[src/include/ecsr_pkg.sv]
// Constants, field positions and cycle codes of the memory control and status unit.
// Notes on behaviour
// - Three select inputs decode into eight cycle types.
// - A cycle starts only while the strobe is high with the select code held.
// - Init without strobe clears every bit shown on the status port.
// - Init with strobe drives zeros onto the memory data bus.
// - Capture cycle latches 11 address bits as the strobe falls.
// - Log cycles copy temporary address to error address per bits 2 and 15.
// - Read bits 5-11 come from error address or syndrome per bits 2 and 14.
// - Read bit 11 is one when bits 2, 13 and 14 are all set.
// - Status bits 0-4 and 13-15 load on writes and return on reads.
// - Status bits 0, 1, 2, 3, 13 and 15 appear on the status port.
// - Single log sets bit 4, double log sets bit 15.
// - Syndrome loads from check bus on syndrome-in, data bits 5-10 on diagnostic write.
// - Diagnostic register loads data bits 5-10 on writes, drives check bus on diagnostic out.
// - Syndrome also loads from check bus on log cycles while bit 2 is clear.
// - With bit 2 set a read returns the syndrome in bits 5-10.
package ecsr_pkg;

	localparam int ADDR_W = 11;
	localparam int DATA_W = 16;
	localparam int CB_W = 6;
	localparam int STAT_W = 6;

	// Cycle codes in the order hi, mid, lo.
	typedef enum logic [2:0] {
		ECSR_SYN_IN = 3'h0,
		ECSR_DBL_LOG = 3'h1,
		ECSR_SGL_LOG = 3'h2,
		ECSR_DIAG_OUT = 3'h3,
		ECSR_WR_DIAG = 3'h4,
		ECSR_WRITE = 3'h5,
		ECSR_READ = 3'h6,
		ECSR_CAP_ADDR = 3'h7
	} ecsr_op_t;

	// Field positions inside the register word.
	localparam int B_SGL_ERR = 4;
	localparam int B_LOG_OFF = 2;
	localparam int B_ALT = 13;
	localparam int B_HI_ADDR = 14;
	localparam int B_DBL_ERR = 15;
	localparam int F_MUX_LO = 5;
	localparam int F_MUX_HI = 11;
	localparam int F_CB_HI = 10;

	localparam logic [15:0] STATUS_MASK = 16'he01f;
	localparam logic [15:0] STATUS_PORT_MASK = 16'ha00f;
	localparam logic [15:0] CSR_RESET = 16'h0000;
	localparam logic [5:0] CB_RESET = 6'h00;
	localparam logic [10:0] ADDR_RESET = 11'h000;

endpackage

[src/include/ecsr_op_if.sv]
// Decoded cycle request passed from the cycle decoder to the register core.
`timescale 1ns/10ps
interface ecsr_op_if;
	logic go;
	ecsr_pkg::ecsr_op_t op;
	modport dec (output go, output op);
	modport core (input go, input op);
endinterface

[src/design/ecsr_decode.sv]
// Cycle decoder: turns the strobe and select lines into a cycle request.
`timescale 1ns/10ps
module ecsr_decode (
	input wire logic cycle_select_hi,
	input wire logic cycle_select_mid,
	input wire logic cycle_select_lo,
	input wire logic cycle_strobe,
	input wire logic init,
	ecsr_op_if.dec dif
);
	import ecsr_pkg::*;

	// The strobe enables the decoder; init with strobe is zeroing, not a cycle.
	always_comb begin
		dif.go = cycle_strobe & ~init;
		dif.op = ecsr_op_t'({cycle_select_hi, cycle_select_mid, cycle_select_lo});
	end

endmodule // ecsr_decode

[src/design/ecsr_unit.sv]
// Register core of the memory control and status unit with its bus drivers.
`timescale 1ns/10ps
module ecsr_unit (
	input wire logic core_clk,
	input wire logic reset_n,
	input wire logic cycle_select_hi,
	input wire logic cycle_select_mid,
	input wire logic cycle_select_lo,
	input wire logic cycle_strobe,
	input wire logic init,
	input wire logic [ecsr_pkg::ADDR_W-1:0] mem_addr,
	input wire logic [ecsr_pkg::DATA_W-1:0] data_in,
	output logic [ecsr_pkg::DATA_W-1:0] data_out,
	output logic [ecsr_pkg::DATA_W-1:0] data_oe,
	input wire logic [ecsr_pkg::CB_W-1:0] checkbit_syndrome_in,
	output logic [ecsr_pkg::CB_W-1:0] checkbit_syndrome_out,
	output logic [ecsr_pkg::CB_W-1:0] checkbit_syndrome_oe,
	output logic [ecsr_pkg::STAT_W-1:0] status_out
);
	import ecsr_pkg::*;

	typedef struct packed {
		logic strobe_q;
		ecsr_op_t op_q;
		logic [ADDR_W-1:0] addr_q;
		logic [ADDR_W-1:0] tmp_addr;
		logic [ADDR_W-1:0] err_addr;
		logic [DATA_W-1:0] memory_control_status;
		logic [CB_W-1:0] syn;
		logic [CB_W-1:0] diag;
		logic [DATA_W-1:0] dout;
		logic [DATA_W-1:0] doe;
		logic [CB_W-1:0] cbout;
		logic [CB_W-1:0] cboe;
		logic [STAT_W-1:0] stat;
	} ecsr_state_t;

	ecsr_state_t s;
	ecsr_state_t next_s;
	logic start;
	logic fall;
	// Data bus field that feeds the diagnostic register on writes and the syndrome register on diagnostic writes.
	logic [CB_W-1:0] wr_field;

	ecsr_op_if dif ();

	ecsr_decode u_decode (
		.cycle_select_hi(cycle_select_hi),
		.cycle_select_mid(cycle_select_mid),
		.cycle_select_lo(cycle_select_lo),
		.cycle_strobe(cycle_strobe),
		.init(init),
		.dif(dif)
	);

	// Builds the word returned on a read from status, error address and syndrome.
	function automatic logic [DATA_W-1:0] read_word(
		input logic [DATA_W-1:0] memory_control_status,
		input logic [ADDR_W-1:0] ea,
		input logic [CB_W-1:0] syn
	);
		logic [DATA_W-1:0] w;
		w = memory_control_status & STATUS_MASK;
		if (memory_control_status[B_LOG_OFF]) begin
			w[F_CB_HI:F_MUX_LO] = syn;
			w[F_MUX_HI] = memory_control_status[B_ALT] & memory_control_status[B_HI_ADDR];
		end else if (memory_control_status[B_HI_ADDR]) begin
			w[F_MUX_HI:F_MUX_LO] = {3'h0, ea[10:7]};
		end else begin
			w[F_MUX_HI:F_MUX_LO] = ea[6:0];
		end
		return w;
	endfunction

	// Strobe rise starts a cycle; strobe fall closes it.
	assign start = dif.go & ~s.strobe_q;
	assign fall = s.strobe_q & ~cycle_strobe;
	assign wr_field = data_in[F_CB_HI:F_MUX_LO];

	// Next state of every register and bus driver.
	always_comb begin
		next_s = s;
		next_s.strobe_q = cycle_strobe;
		next_s.addr_q = mem_addr;
		if (start) begin
			next_s.op_q = dif.op;
		end
		// A zeroing strobe is no cycle, so an old capture must not fire at its fall.
		if (cycle_strobe && init && !s.strobe_q) begin
			next_s.op_q = ECSR_READ;
		end
		// Address seen in the last strobe-high cycle is taken as it falls.
		if (fall && s.op_q == ECSR_CAP_ADDR) begin
			next_s.tmp_addr = s.addr_q;
		end
		if (init && !cycle_strobe) begin
			next_s.memory_control_status = s.memory_control_status & ~STATUS_PORT_MASK;
		end
		if (start) begin
			case (dif.op)
				ECSR_SYN_IN: begin
					next_s.syn = checkbit_syndrome_in;
				end
				ECSR_DBL_LOG, ECSR_SGL_LOG: begin
					if (!s.memory_control_status[B_LOG_OFF]) begin
						next_s.syn = checkbit_syndrome_in;
						if (dif.op == ECSR_DBL_LOG || !s.memory_control_status[B_DBL_ERR]) begin
							next_s.err_addr = s.tmp_addr;
						end
					end
					if (dif.op == ECSR_SGL_LOG) begin
						next_s.memory_control_status[B_SGL_ERR] = 1'b1;
					end else begin
						next_s.memory_control_status[B_DBL_ERR] = 1'b1;
					end
				end
				ECSR_WR_DIAG: begin
					next_s.memory_control_status = data_in & STATUS_MASK;
					next_s.diag = data_in[F_CB_HI:F_MUX_LO];
					next_s.syn = data_in[F_CB_HI:F_MUX_LO];
				end
				ECSR_WRITE: begin
					next_s.memory_control_status = data_in & STATUS_MASK;
					next_s.diag = data_in[F_CB_HI:F_MUX_LO];
				end
				default: begin
					next_s.op_q = dif.op;
				end
			endcase
		end
		// Bus drivers float unless a read, zeroing or diagnostic out is active.
		next_s.doe = '0;
		next_s.dout = '0;
		next_s.cboe = '0;
		next_s.cbout = '0;
		if (cycle_strobe && init) begin
			next_s.doe = '1;
		end else if (dif.go && dif.op == ECSR_READ) begin
			next_s.doe = '1;
			next_s.dout = read_word(s.memory_control_status, s.err_addr, s.syn);
		end
		if (dif.go && dif.op == ECSR_DIAG_OUT) begin
			next_s.cboe = '1;
			next_s.cbout = s.diag;
		end
		next_s.stat = {next_s.memory_control_status[15], next_s.memory_control_status[13], next_s.memory_control_status[3:0]};
	end

	// State register.
	always_ff @(posedge core_clk or negedge reset_n) begin
		if (!reset_n) begin
			s <= '{strobe_q: 1'b0, op_q: ECSR_SYN_IN, addr_q: ADDR_RESET,
				tmp_addr: ADDR_RESET, err_addr: ADDR_RESET, memory_control_status: CSR_RESET,
				syn: CB_RESET, diag: CB_RESET, dout: CSR_RESET, doe: CSR_RESET,
				cbout: CB_RESET, cboe: CB_RESET, stat: '0};
		end else begin
			s <= next_s;
		end
	end

	// Outputs come straight from the state flops.
	assign data_out = s.dout;
	assign data_oe = s.doe;
	assign checkbit_syndrome_out = s.cbout;
	assign checkbit_syndrome_oe = s.cboe;
	assign status_out = s.stat;

	a_init_clears_port: assert property (@(posedge core_clk) disable iff (!reset_n)
		init && !cycle_strobe |=> status_out == 6'h00)
		else $error("status port not cleared by init");
	a_zero_drive: assert property (@(posedge core_clk) disable iff (!reset_n)
		init && cycle_strobe |=> data_oe == 16'hffff && data_out == 16'h0000)
		else $error("init with strobe did not drive zeros");
	a_bus_release: assert property (@(posedge core_clk) disable iff (!reset_n)
		!cycle_strobe |=> data_oe == 16'h0000 && checkbit_syndrome_oe == 6'h00)
		else $error("bus driven outside a cycle");
	a_diag_drive: assert property (@(posedge core_clk) disable iff (!reset_n)
		dif.go && dif.op == ECSR_DIAG_OUT
		|=> checkbit_syndrome_oe == 6'h3f && checkbit_syndrome_out == $past(s.diag))
		else $error("diagnostic register not driven");
	a_single_flag: assert property (@(posedge core_clk) disable iff (!reset_n)
		start && dif.op == ECSR_SGL_LOG |=> s.memory_control_status[B_SGL_ERR]
		##1 (status_out == $past(status_out) || $past(init)))
		else $error("single error flag not set");
	a_double_flag: assert property (@(posedge core_clk) disable iff (!reset_n)
		start && dif.op == ECSR_DBL_LOG && !init
		|=> status_out[5] ##1 (status_out[5] || $past(init)))
		else $error("double error flag not shown");
	a_tmp_capture: assert property (@(posedge core_clk) disable iff (!reset_n)
		fall && s.op_q == ECSR_CAP_ADDR |=> s.tmp_addr == $past(s.addr_q))
		else $error("temporary address not captured");
	a_log_locked: assert property (@(posedge core_clk) disable iff (!reset_n)
		start && (dif.op == ECSR_SGL_LOG || dif.op == ECSR_DBL_LOG) && s.memory_control_status[B_LOG_OFF]
		|=> $stable(s.err_addr) && $stable(s.syn))
		else $error("error address moved while logging is off");
	a_syn_in: assert property (@(posedge core_clk) disable iff (!reset_n)
		start && dif.op == ECSR_SYN_IN |=> s.syn == $past(checkbit_syndrome_in))
		else $error("syndrome not loaded from check bus");
	a_read_bit11: assert property (@(posedge core_clk) disable iff (!reset_n)
		dif.go && dif.op == ECSR_READ && s.memory_control_status[B_LOG_OFF] && s.memory_control_status[B_ALT] && s.memory_control_status[B_HI_ADDR]
		|=> data_out[11] && data_oe[11])
		else $error("read bit 11 not forced to one");

	// Register loads and read sources that the bus checks above do not cover.
	a_write_store: assert property (@(posedge core_clk) disable iff (!reset_n)
		start && (dif.op == ECSR_WRITE || dif.op == ECSR_WR_DIAG)
		|=> s.memory_control_status == ($past(data_in) & STATUS_MASK) && s.diag == $past(wr_field))
		else $error("write did not load status and diagnostic registers");
	a_diag_syn: assert property (@(posedge core_clk) disable iff (!reset_n)
		start && dif.op == ECSR_WR_DIAG |=> s.syn == $past(wr_field))
		else $error("diagnostic write did not load the syndrome");
	a_log_syn: assert property (@(posedge core_clk) disable iff (!reset_n)
		start && (dif.op == ECSR_SGL_LOG || dif.op == ECSR_DBL_LOG) && !s.memory_control_status[B_LOG_OFF]
		|=> s.syn == $past(checkbit_syndrome_in))
		else $error("log cycle did not load the syndrome");
	a_log_addr: assert property (@(posedge core_clk) disable iff (!reset_n)
		start && !s.memory_control_status[B_LOG_OFF]
		&& (dif.op == ECSR_DBL_LOG || (dif.op == ECSR_SGL_LOG && !s.memory_control_status[B_DBL_ERR]))
		|=> s.err_addr == $past(s.tmp_addr))
		else $error("log cycle did not copy the temporary address");
	a_read_syn: assert property (@(posedge core_clk) disable iff (!reset_n)
		dif.go && dif.op == ECSR_READ && s.memory_control_status[B_LOG_OFF]
		|=> data_out[F_CB_HI:F_MUX_LO] == $past(s.syn))
		else $error("read did not return the syndrome");
	a_read_hi: assert property (@(posedge core_clk) disable iff (!reset_n)
		dif.go && dif.op == ECSR_READ && !s.memory_control_status[B_LOG_OFF] && s.memory_control_status[B_HI_ADDR]
		|=> data_out[F_MUX_HI:F_MUX_HI-2] == 3'h0)
		else $error("high address read has stray upper bits");
	a_no_cycle_init: assert property (@(posedge core_clk) disable iff (!reset_n)
		init && cycle_strobe |=> $stable(s.memory_control_status) && $stable(s.syn) && $stable(s.diag))
		else $error("zeroing strobe changed a register");

endmodule // ecsr_unit

[config.mk]
export PLATFORM = sky130hd
export DESIGN_NAME = ecsr_unit
export DESIGN_NICKNAME = d
export VERILOG_FILES = /design/src/include/ecsr_pkg.sv /design/src/include/ecsr_op_if.sv /design/src/design/ecsr_decode.sv /design/src/design/ecsr_unit.sv
export SDC_FILE = /design/constraint.sdc
export NUM_CORES = 1
export LEC_CHECK = 0
export BUFFER_PORTS_ARGS = -buffer_cell sky130_fd_sc_hd__buf_2
export CORE_ASPECT_RATIO = 0.8
export CORE_MARGIN = 2
export CORE_UTILIZATION = 25
export CTS_CLUSTER_DIAMETER = 200
export DETAILED_ROUTE_END_ITERATION = 10
export GPL_TIMING_DRIVEN = 0
export PLACE_DENSITY_LB_ADDON = 0.15
export SLEW_MARGIN = 20
export SYNTH_ARGS = -nofsm -noshare
export SYNTH_HDL_FRONTEND = slang
export SYNTH_HIERARCHICAL = 1
export SYNTH_SLANG_ARGS = --single-unit
[constraint.sdc]
create_clock -name core_clk -period 1.5 [get_ports core_clk]
set_input_delay 0.375 -clock core_clk [delete_from_list [all_inputs] [get_ports core_clk]]
set_output_delay 0.375 -clock core_clk [all_outputs]
set_load 0.005 [all_outputs]
## Word level (Yosys, flattened, before mapping)

Index checks and enable logic that the tools add are counted.

- Logic and storage cells: 68
- Register bits: 115
- Input bits: 40

- Bitwise logic cells: 8
- Reduce and logical (&&, ||, !) cells: 18
- Eq/ne operators: 8
- Muxes and demuxes: 21

Operators with widths:

| kind | count |
|---|---|
| 2-to-1 mux 16 bit | 3 |
| 2-to-1 mux 32 bit | 1 |
| 2-to-1 mux 28 bit | 1 |
| case mux 6 bit (3 select lines) | 1 |
| 2-to-1 mux 7 bit | 2 |
| == test 3 bit (second input constant) | 4 |
| 2-to-1 mux 12 bit | 1 |
| 2-to-1 mux 3 bit | 4 |
| 2-to-1 mux 6 bit | 2 |
| 2-to-1 mux 10 bit | 1 |
| == test 3 x 2 -> 1 bit (second input constant) | 2 |
| logical AND 1 bit | 6 |
| OR reduction 5 bit | 1 |
| AND 1 bit | 4 |
| 2-to-1 mux 4 bit | 1 |
| NOT 1 bit | 4 |
| case mux 1 bit (2 select lines) | 2 |
| AND reduction 4 bit | 1 |
| OR reduction 2 bit | 2 |
| == test 3 x 1 -> 1 bit (second input constant) | 1 |
| zero test 1 bit | 3 |
| zero test 3 bit | 1 |
| AND reduction 3 bit | 1 |
| nonzero test 3 bit | 1 |
| other kinds (4) | 5 |

## Depth between registers and ports, before layout

- Depth in word-level cells: 7
- Gate-level depth with buffers: 7
- Gate-level depth less buffers: 4

## Cells and area by module

The synthesis kept the hierarchy.

By module, submodules not included:

| module | instances | area an instance (um^2) | sequential area each (um^2) | cells an instance |
|---|---|---|---|---|
| ecsr_unit | 1 | 3508.4 | 2001.9 | 271 |
| ecsr_decode | 1 | 36.3 | 0.0 | 4 |

## Worst setup path after synthesis

No wires, ideal clock.

- Kind: input-to-reg
- Start point: in cycle_select_mid
- End point: reg s[56] (netlist bit)
- Arrival time: 1535 ps
- Path buffers: 2
- Stages on the path: 5
- Setup slack: -159 ps
- Required time: 1375 ps
- Cell sequence: buf_4 > buf_4 > nor3b_4 > mux2_2 > mux2_2

- Word-level cells in the longest chain between the ends: 4

Ends and longest elaborated chain:

| item | line | text |
|---|---|---|
| from (decl) | ecsr_unit.sv:7 | `input wire logic cycle_select_mid,` |
| == test 3 x 1 -> 1 bit / == test 3 x 2 -> 1 bit (equally long branches) | ecsr_unit.sv:100 | `case (dif.op)` |
| OR reduction 2 bit | ecsr_unit.sv:100 |  |
| != test 2 bit (no line) / nonzero test 3 bit (equally long branches) | n/a |  |
| AND reduction 3 bit (no line) | n/a |  |
| to (signal assigned) | ecsr_unit.sv:152 | `s <= '{strobe_q: 1'b0, op_q: ECSR_SYN_IN, addr_q: ADDR_RESET,` |
| to (signal assigned) | ecsr_unit.sv:157 | `s <= next_s;` |
| to (decl) | ecsr_unit.sv:38 | `ecsr_state_t s;` |

Parallel ways exist; a longest one is shown, timed or not.
A chain may end at the register's enable or synchronous reset.

==> results.py <==
metrics = {
    "run_status": {
        "status": "finished, final reports clean",
    },
    "yosys": {
        "synthArstFlopShare_pct": 100,
        "synth_edf_count": 0,
        "syn_inst": 275,
        "synth-seq-area-share_pct": 56.5,
        "ys_seq_elements": 80,
        "synth_warnings": 6,
        "synthFlopType": "dfrtp_1",
        "yosys.cell_types.count": 36,
        "synth_area_per_cell_um2": 12.9,
        "syn_nets": 315,
        "netlist_area_um2": 3540,
    },
    "grt": {
        "grt_start_max_net_pins": 54,
        "gr-total-overflow": 0,
        "grt_pass1_vias": 2256,
        "grt_pass1_wl_mm": 11.9,
        "grt_antenna_before_repair": 0,
        "grt_usage_pct": 10.4,
    },
    "clock_tree": {
        "cts_max_path_buffers": 2,
        "ctsHtreeMaxLevel": 3,
        "cts_root_buf": "clkbuf_16",
        "cts_made_buffers": 9,
        "clk_pin_slew_ns": 0.06,
        "cts_tree": "yes",
        "cts.sinks": 80,
        "clk_latency_ns": 0.34,
    },
    "setup_path": {
        "cp_top_family": "flip-flops",
        "cp_max_fo": 16,
        "crit_path_max_incr_delay_ns": 0.49,
        "criticalPathCategory": "reg -> out",
        "end_kind": "primary output",
        "r2r_slack_ns": 0.05,
        "cp-start-kind": "register",
        "path_buf_inv": 2,
        "worstPathRequired_ns": 1.12,
        "critPathSlowestCell": "dfrtp_2",
        "critPathArrivalTime_ns": 1.10,
        "path_cells": "buf_4 > buf_2",
    },
    "floorplanning": {
        "rows": 38,
        "initial_utilization_pct": 25.9,
        "fp.coreArea_um2": 13700,
        "io_pins": 90,
        "dieArea_um2": 15200,
        "die_x_um": 137,
        "chipHeight_um": 111,
    },
    "place": {
        "post-dp-hpwl_mm": 5.46,
        "gp_routability_congestion": 0.736,
        "dpl_worst_slack_ns": -0.333,
        "numPortBuffers": 83,
        "place_inst": 539,
        "dpl_cell_area_um2": 4230,
    },
    "timing": {
        "timing.final.crit_share_pct": 98.7,
        "skew_ns": 0.00486,
        "fin_crit_ns": 1.48,
        "grt_setup_unrepaired": "yes",
        "max_freq_mhz": 676,
        "hold_viol_final": 0,
        "layout_setup_ws_ns": 0.0201,
        "slew_violations": 0,
        "setup_viol_count_final": 0,
    },
    "layout": {
        "postLayoutCellArea_um2": 4580,
        "nets": 410,
        "syn_to_final_growth_pct": 29.1,
        "final_util_pct": 33.4,
        "stdcell_count": 555,
        "n_antenna_cell": 0,
        "drive_gt1_share_pct": 58.1,
    },
    "power": {
        "sw_frac_of_total_pct": 23.2,
        "power_frac_comb_pct": 14.0,
        "p_leak_nw": 2.35,
        "totalPowerFinal_mw": 5.91,
        "p_clk_share_pct": 39.6,
        "p_int_mw": 4.54,
        "max-vdd-ir-drop_uv": 538,
        "net-switching-power_mw": 1.37,
        "power_frac_seq_pct": 46.5,
        "power_density_nw_per_um2": 1290,
    },
    "route": {
        "routed_wirelength_mm": 7.36,
        "viasPerCell": 3.92,
        "wl_per_cell_um": 13.3,
        "dr.pass1.iters": 4,
        "vias": 2173,
        "dr.first_iter.drc_count": 97,
        "drc": 0,
        "ant_nets": 0,
    },
    "run": {
        "cap_violations": 0,
    },
    "min_path": {
        "min-delay-path-class": "in -> reg",
    },
}
-- power groups by stage --
stage	combinational, mW	sequential (mW)	clock [mW]
CTS	0.866	2.74	2.42
detailed placement	0.858	2.78	0
global placement	0.835	2.77	0
floorplan	0.638	2.70	0
finish	0.825	2.75	2.34
global route	0.919	2.81	2.54
-- cell families (layout without fill, tap and decap cells) --
kind of cell,after synthesis,after routing,synth area share [%]
AND/OR/NAND/NOR,59,59,9.74
AO/OA/AOI/OAI,21,21,3.85
multiplexers,49,49,16.5
other,1,1,0.106
buffers and inverters,65,165,13.3
flip-flops,80,80,56.5
-- registers in the layout (all words and copies together) (netlist names) --
register / cells
s: 57
data_out: 15
checkbit_syndrome_out: 6
checkbit_syndrome_oe: 1
data_oe: 1
-- final timing paths --
kind	to	start	cells past startpoint
setup / recovery	data_oe[11]	data_oe[14]	2
hold / removal	s[103]	mem_addr[3]	1
setup reg to reg	s[86]	s[114]	4
hold reg to reg	s[99]	s[110]	1
max in group asynchronous	data_oe[14]	reset_n	3
min in group asynchronous	data_out[11]	reset_n	2
-- routing by layer --
metal  track usage, %  vias up  wire length [um]
li1                 -     1056                 -
met5                0        -                 0
met4             3.71        0               109
met3             3.63       10               413
met1             14.6     1053              3560
met2             14.5       54              3270
-- cell usage in the layout, fill, tap and decap left out, drive strengths merged, types with 5 or more instances in the layout --
| cell type | n |
|---|---|
| buf | 142 |
| dfrtp | 80 |
| mux2 | 45 |
| nand2 | 17 |
| and2 | 14 |
| clkbuf | 13 |
| nor2 | 11 |
| o21ai | 8 |
| clkinv | 5 |
-- cells in the mapped netlist, drive strengths merged (2+ instances only) --
library cell / instances / area [um^2]
nor2: 11 / 41.3
dfrtp: 80 / 2000
clkbuf: 2 / 7.51
nand2b: 3 / 18.8
nand3: 2 / 10.0
inv: 2 / 7.51
buf: 61 / 458
nand2: 17 / 63.8
mux2: 45 / 544
nor3b: 4 / 46.3
and2b: 2 / 17.5
o21ai: 8 / 40.0
mux2i: 4 / 40.0
o211ai: 3 / 27.5
and2: 14 / 87.6
a21oi: 4 / 20.0
-- metrics by stage --
stage	hold WS [ns]	TNS [ns]
after floorplan	0.0794	-0.773
after global placement	0.460	-57.77
after detailed placement	0.322	-8.44
after CTS	0.125	-0.0210
after global routing	0.120	-0.425
final	0.139	0
-- repair_timing --
item,in CTS,in global routing
setup endpoints to repair,16,48
endpoints found under the hold margin,27,0
pin swaps,0,1
resized for setup,1,7
cloned,0,0
setup buffers,0,0
hold buffers,1,0
-- cell type report --
type,instances,area (um^2)
fillers,1408,9120
flip-flops and latches,80,2000
multi-input cells,130,1080
plain buffers,62,482
repair buffers,85,455
clock buffers,9,225
well taps,180,225
clock inverters,7,96.3
inverters,2,7.51
Note: power is estimated with default switching activity, not from simulation.
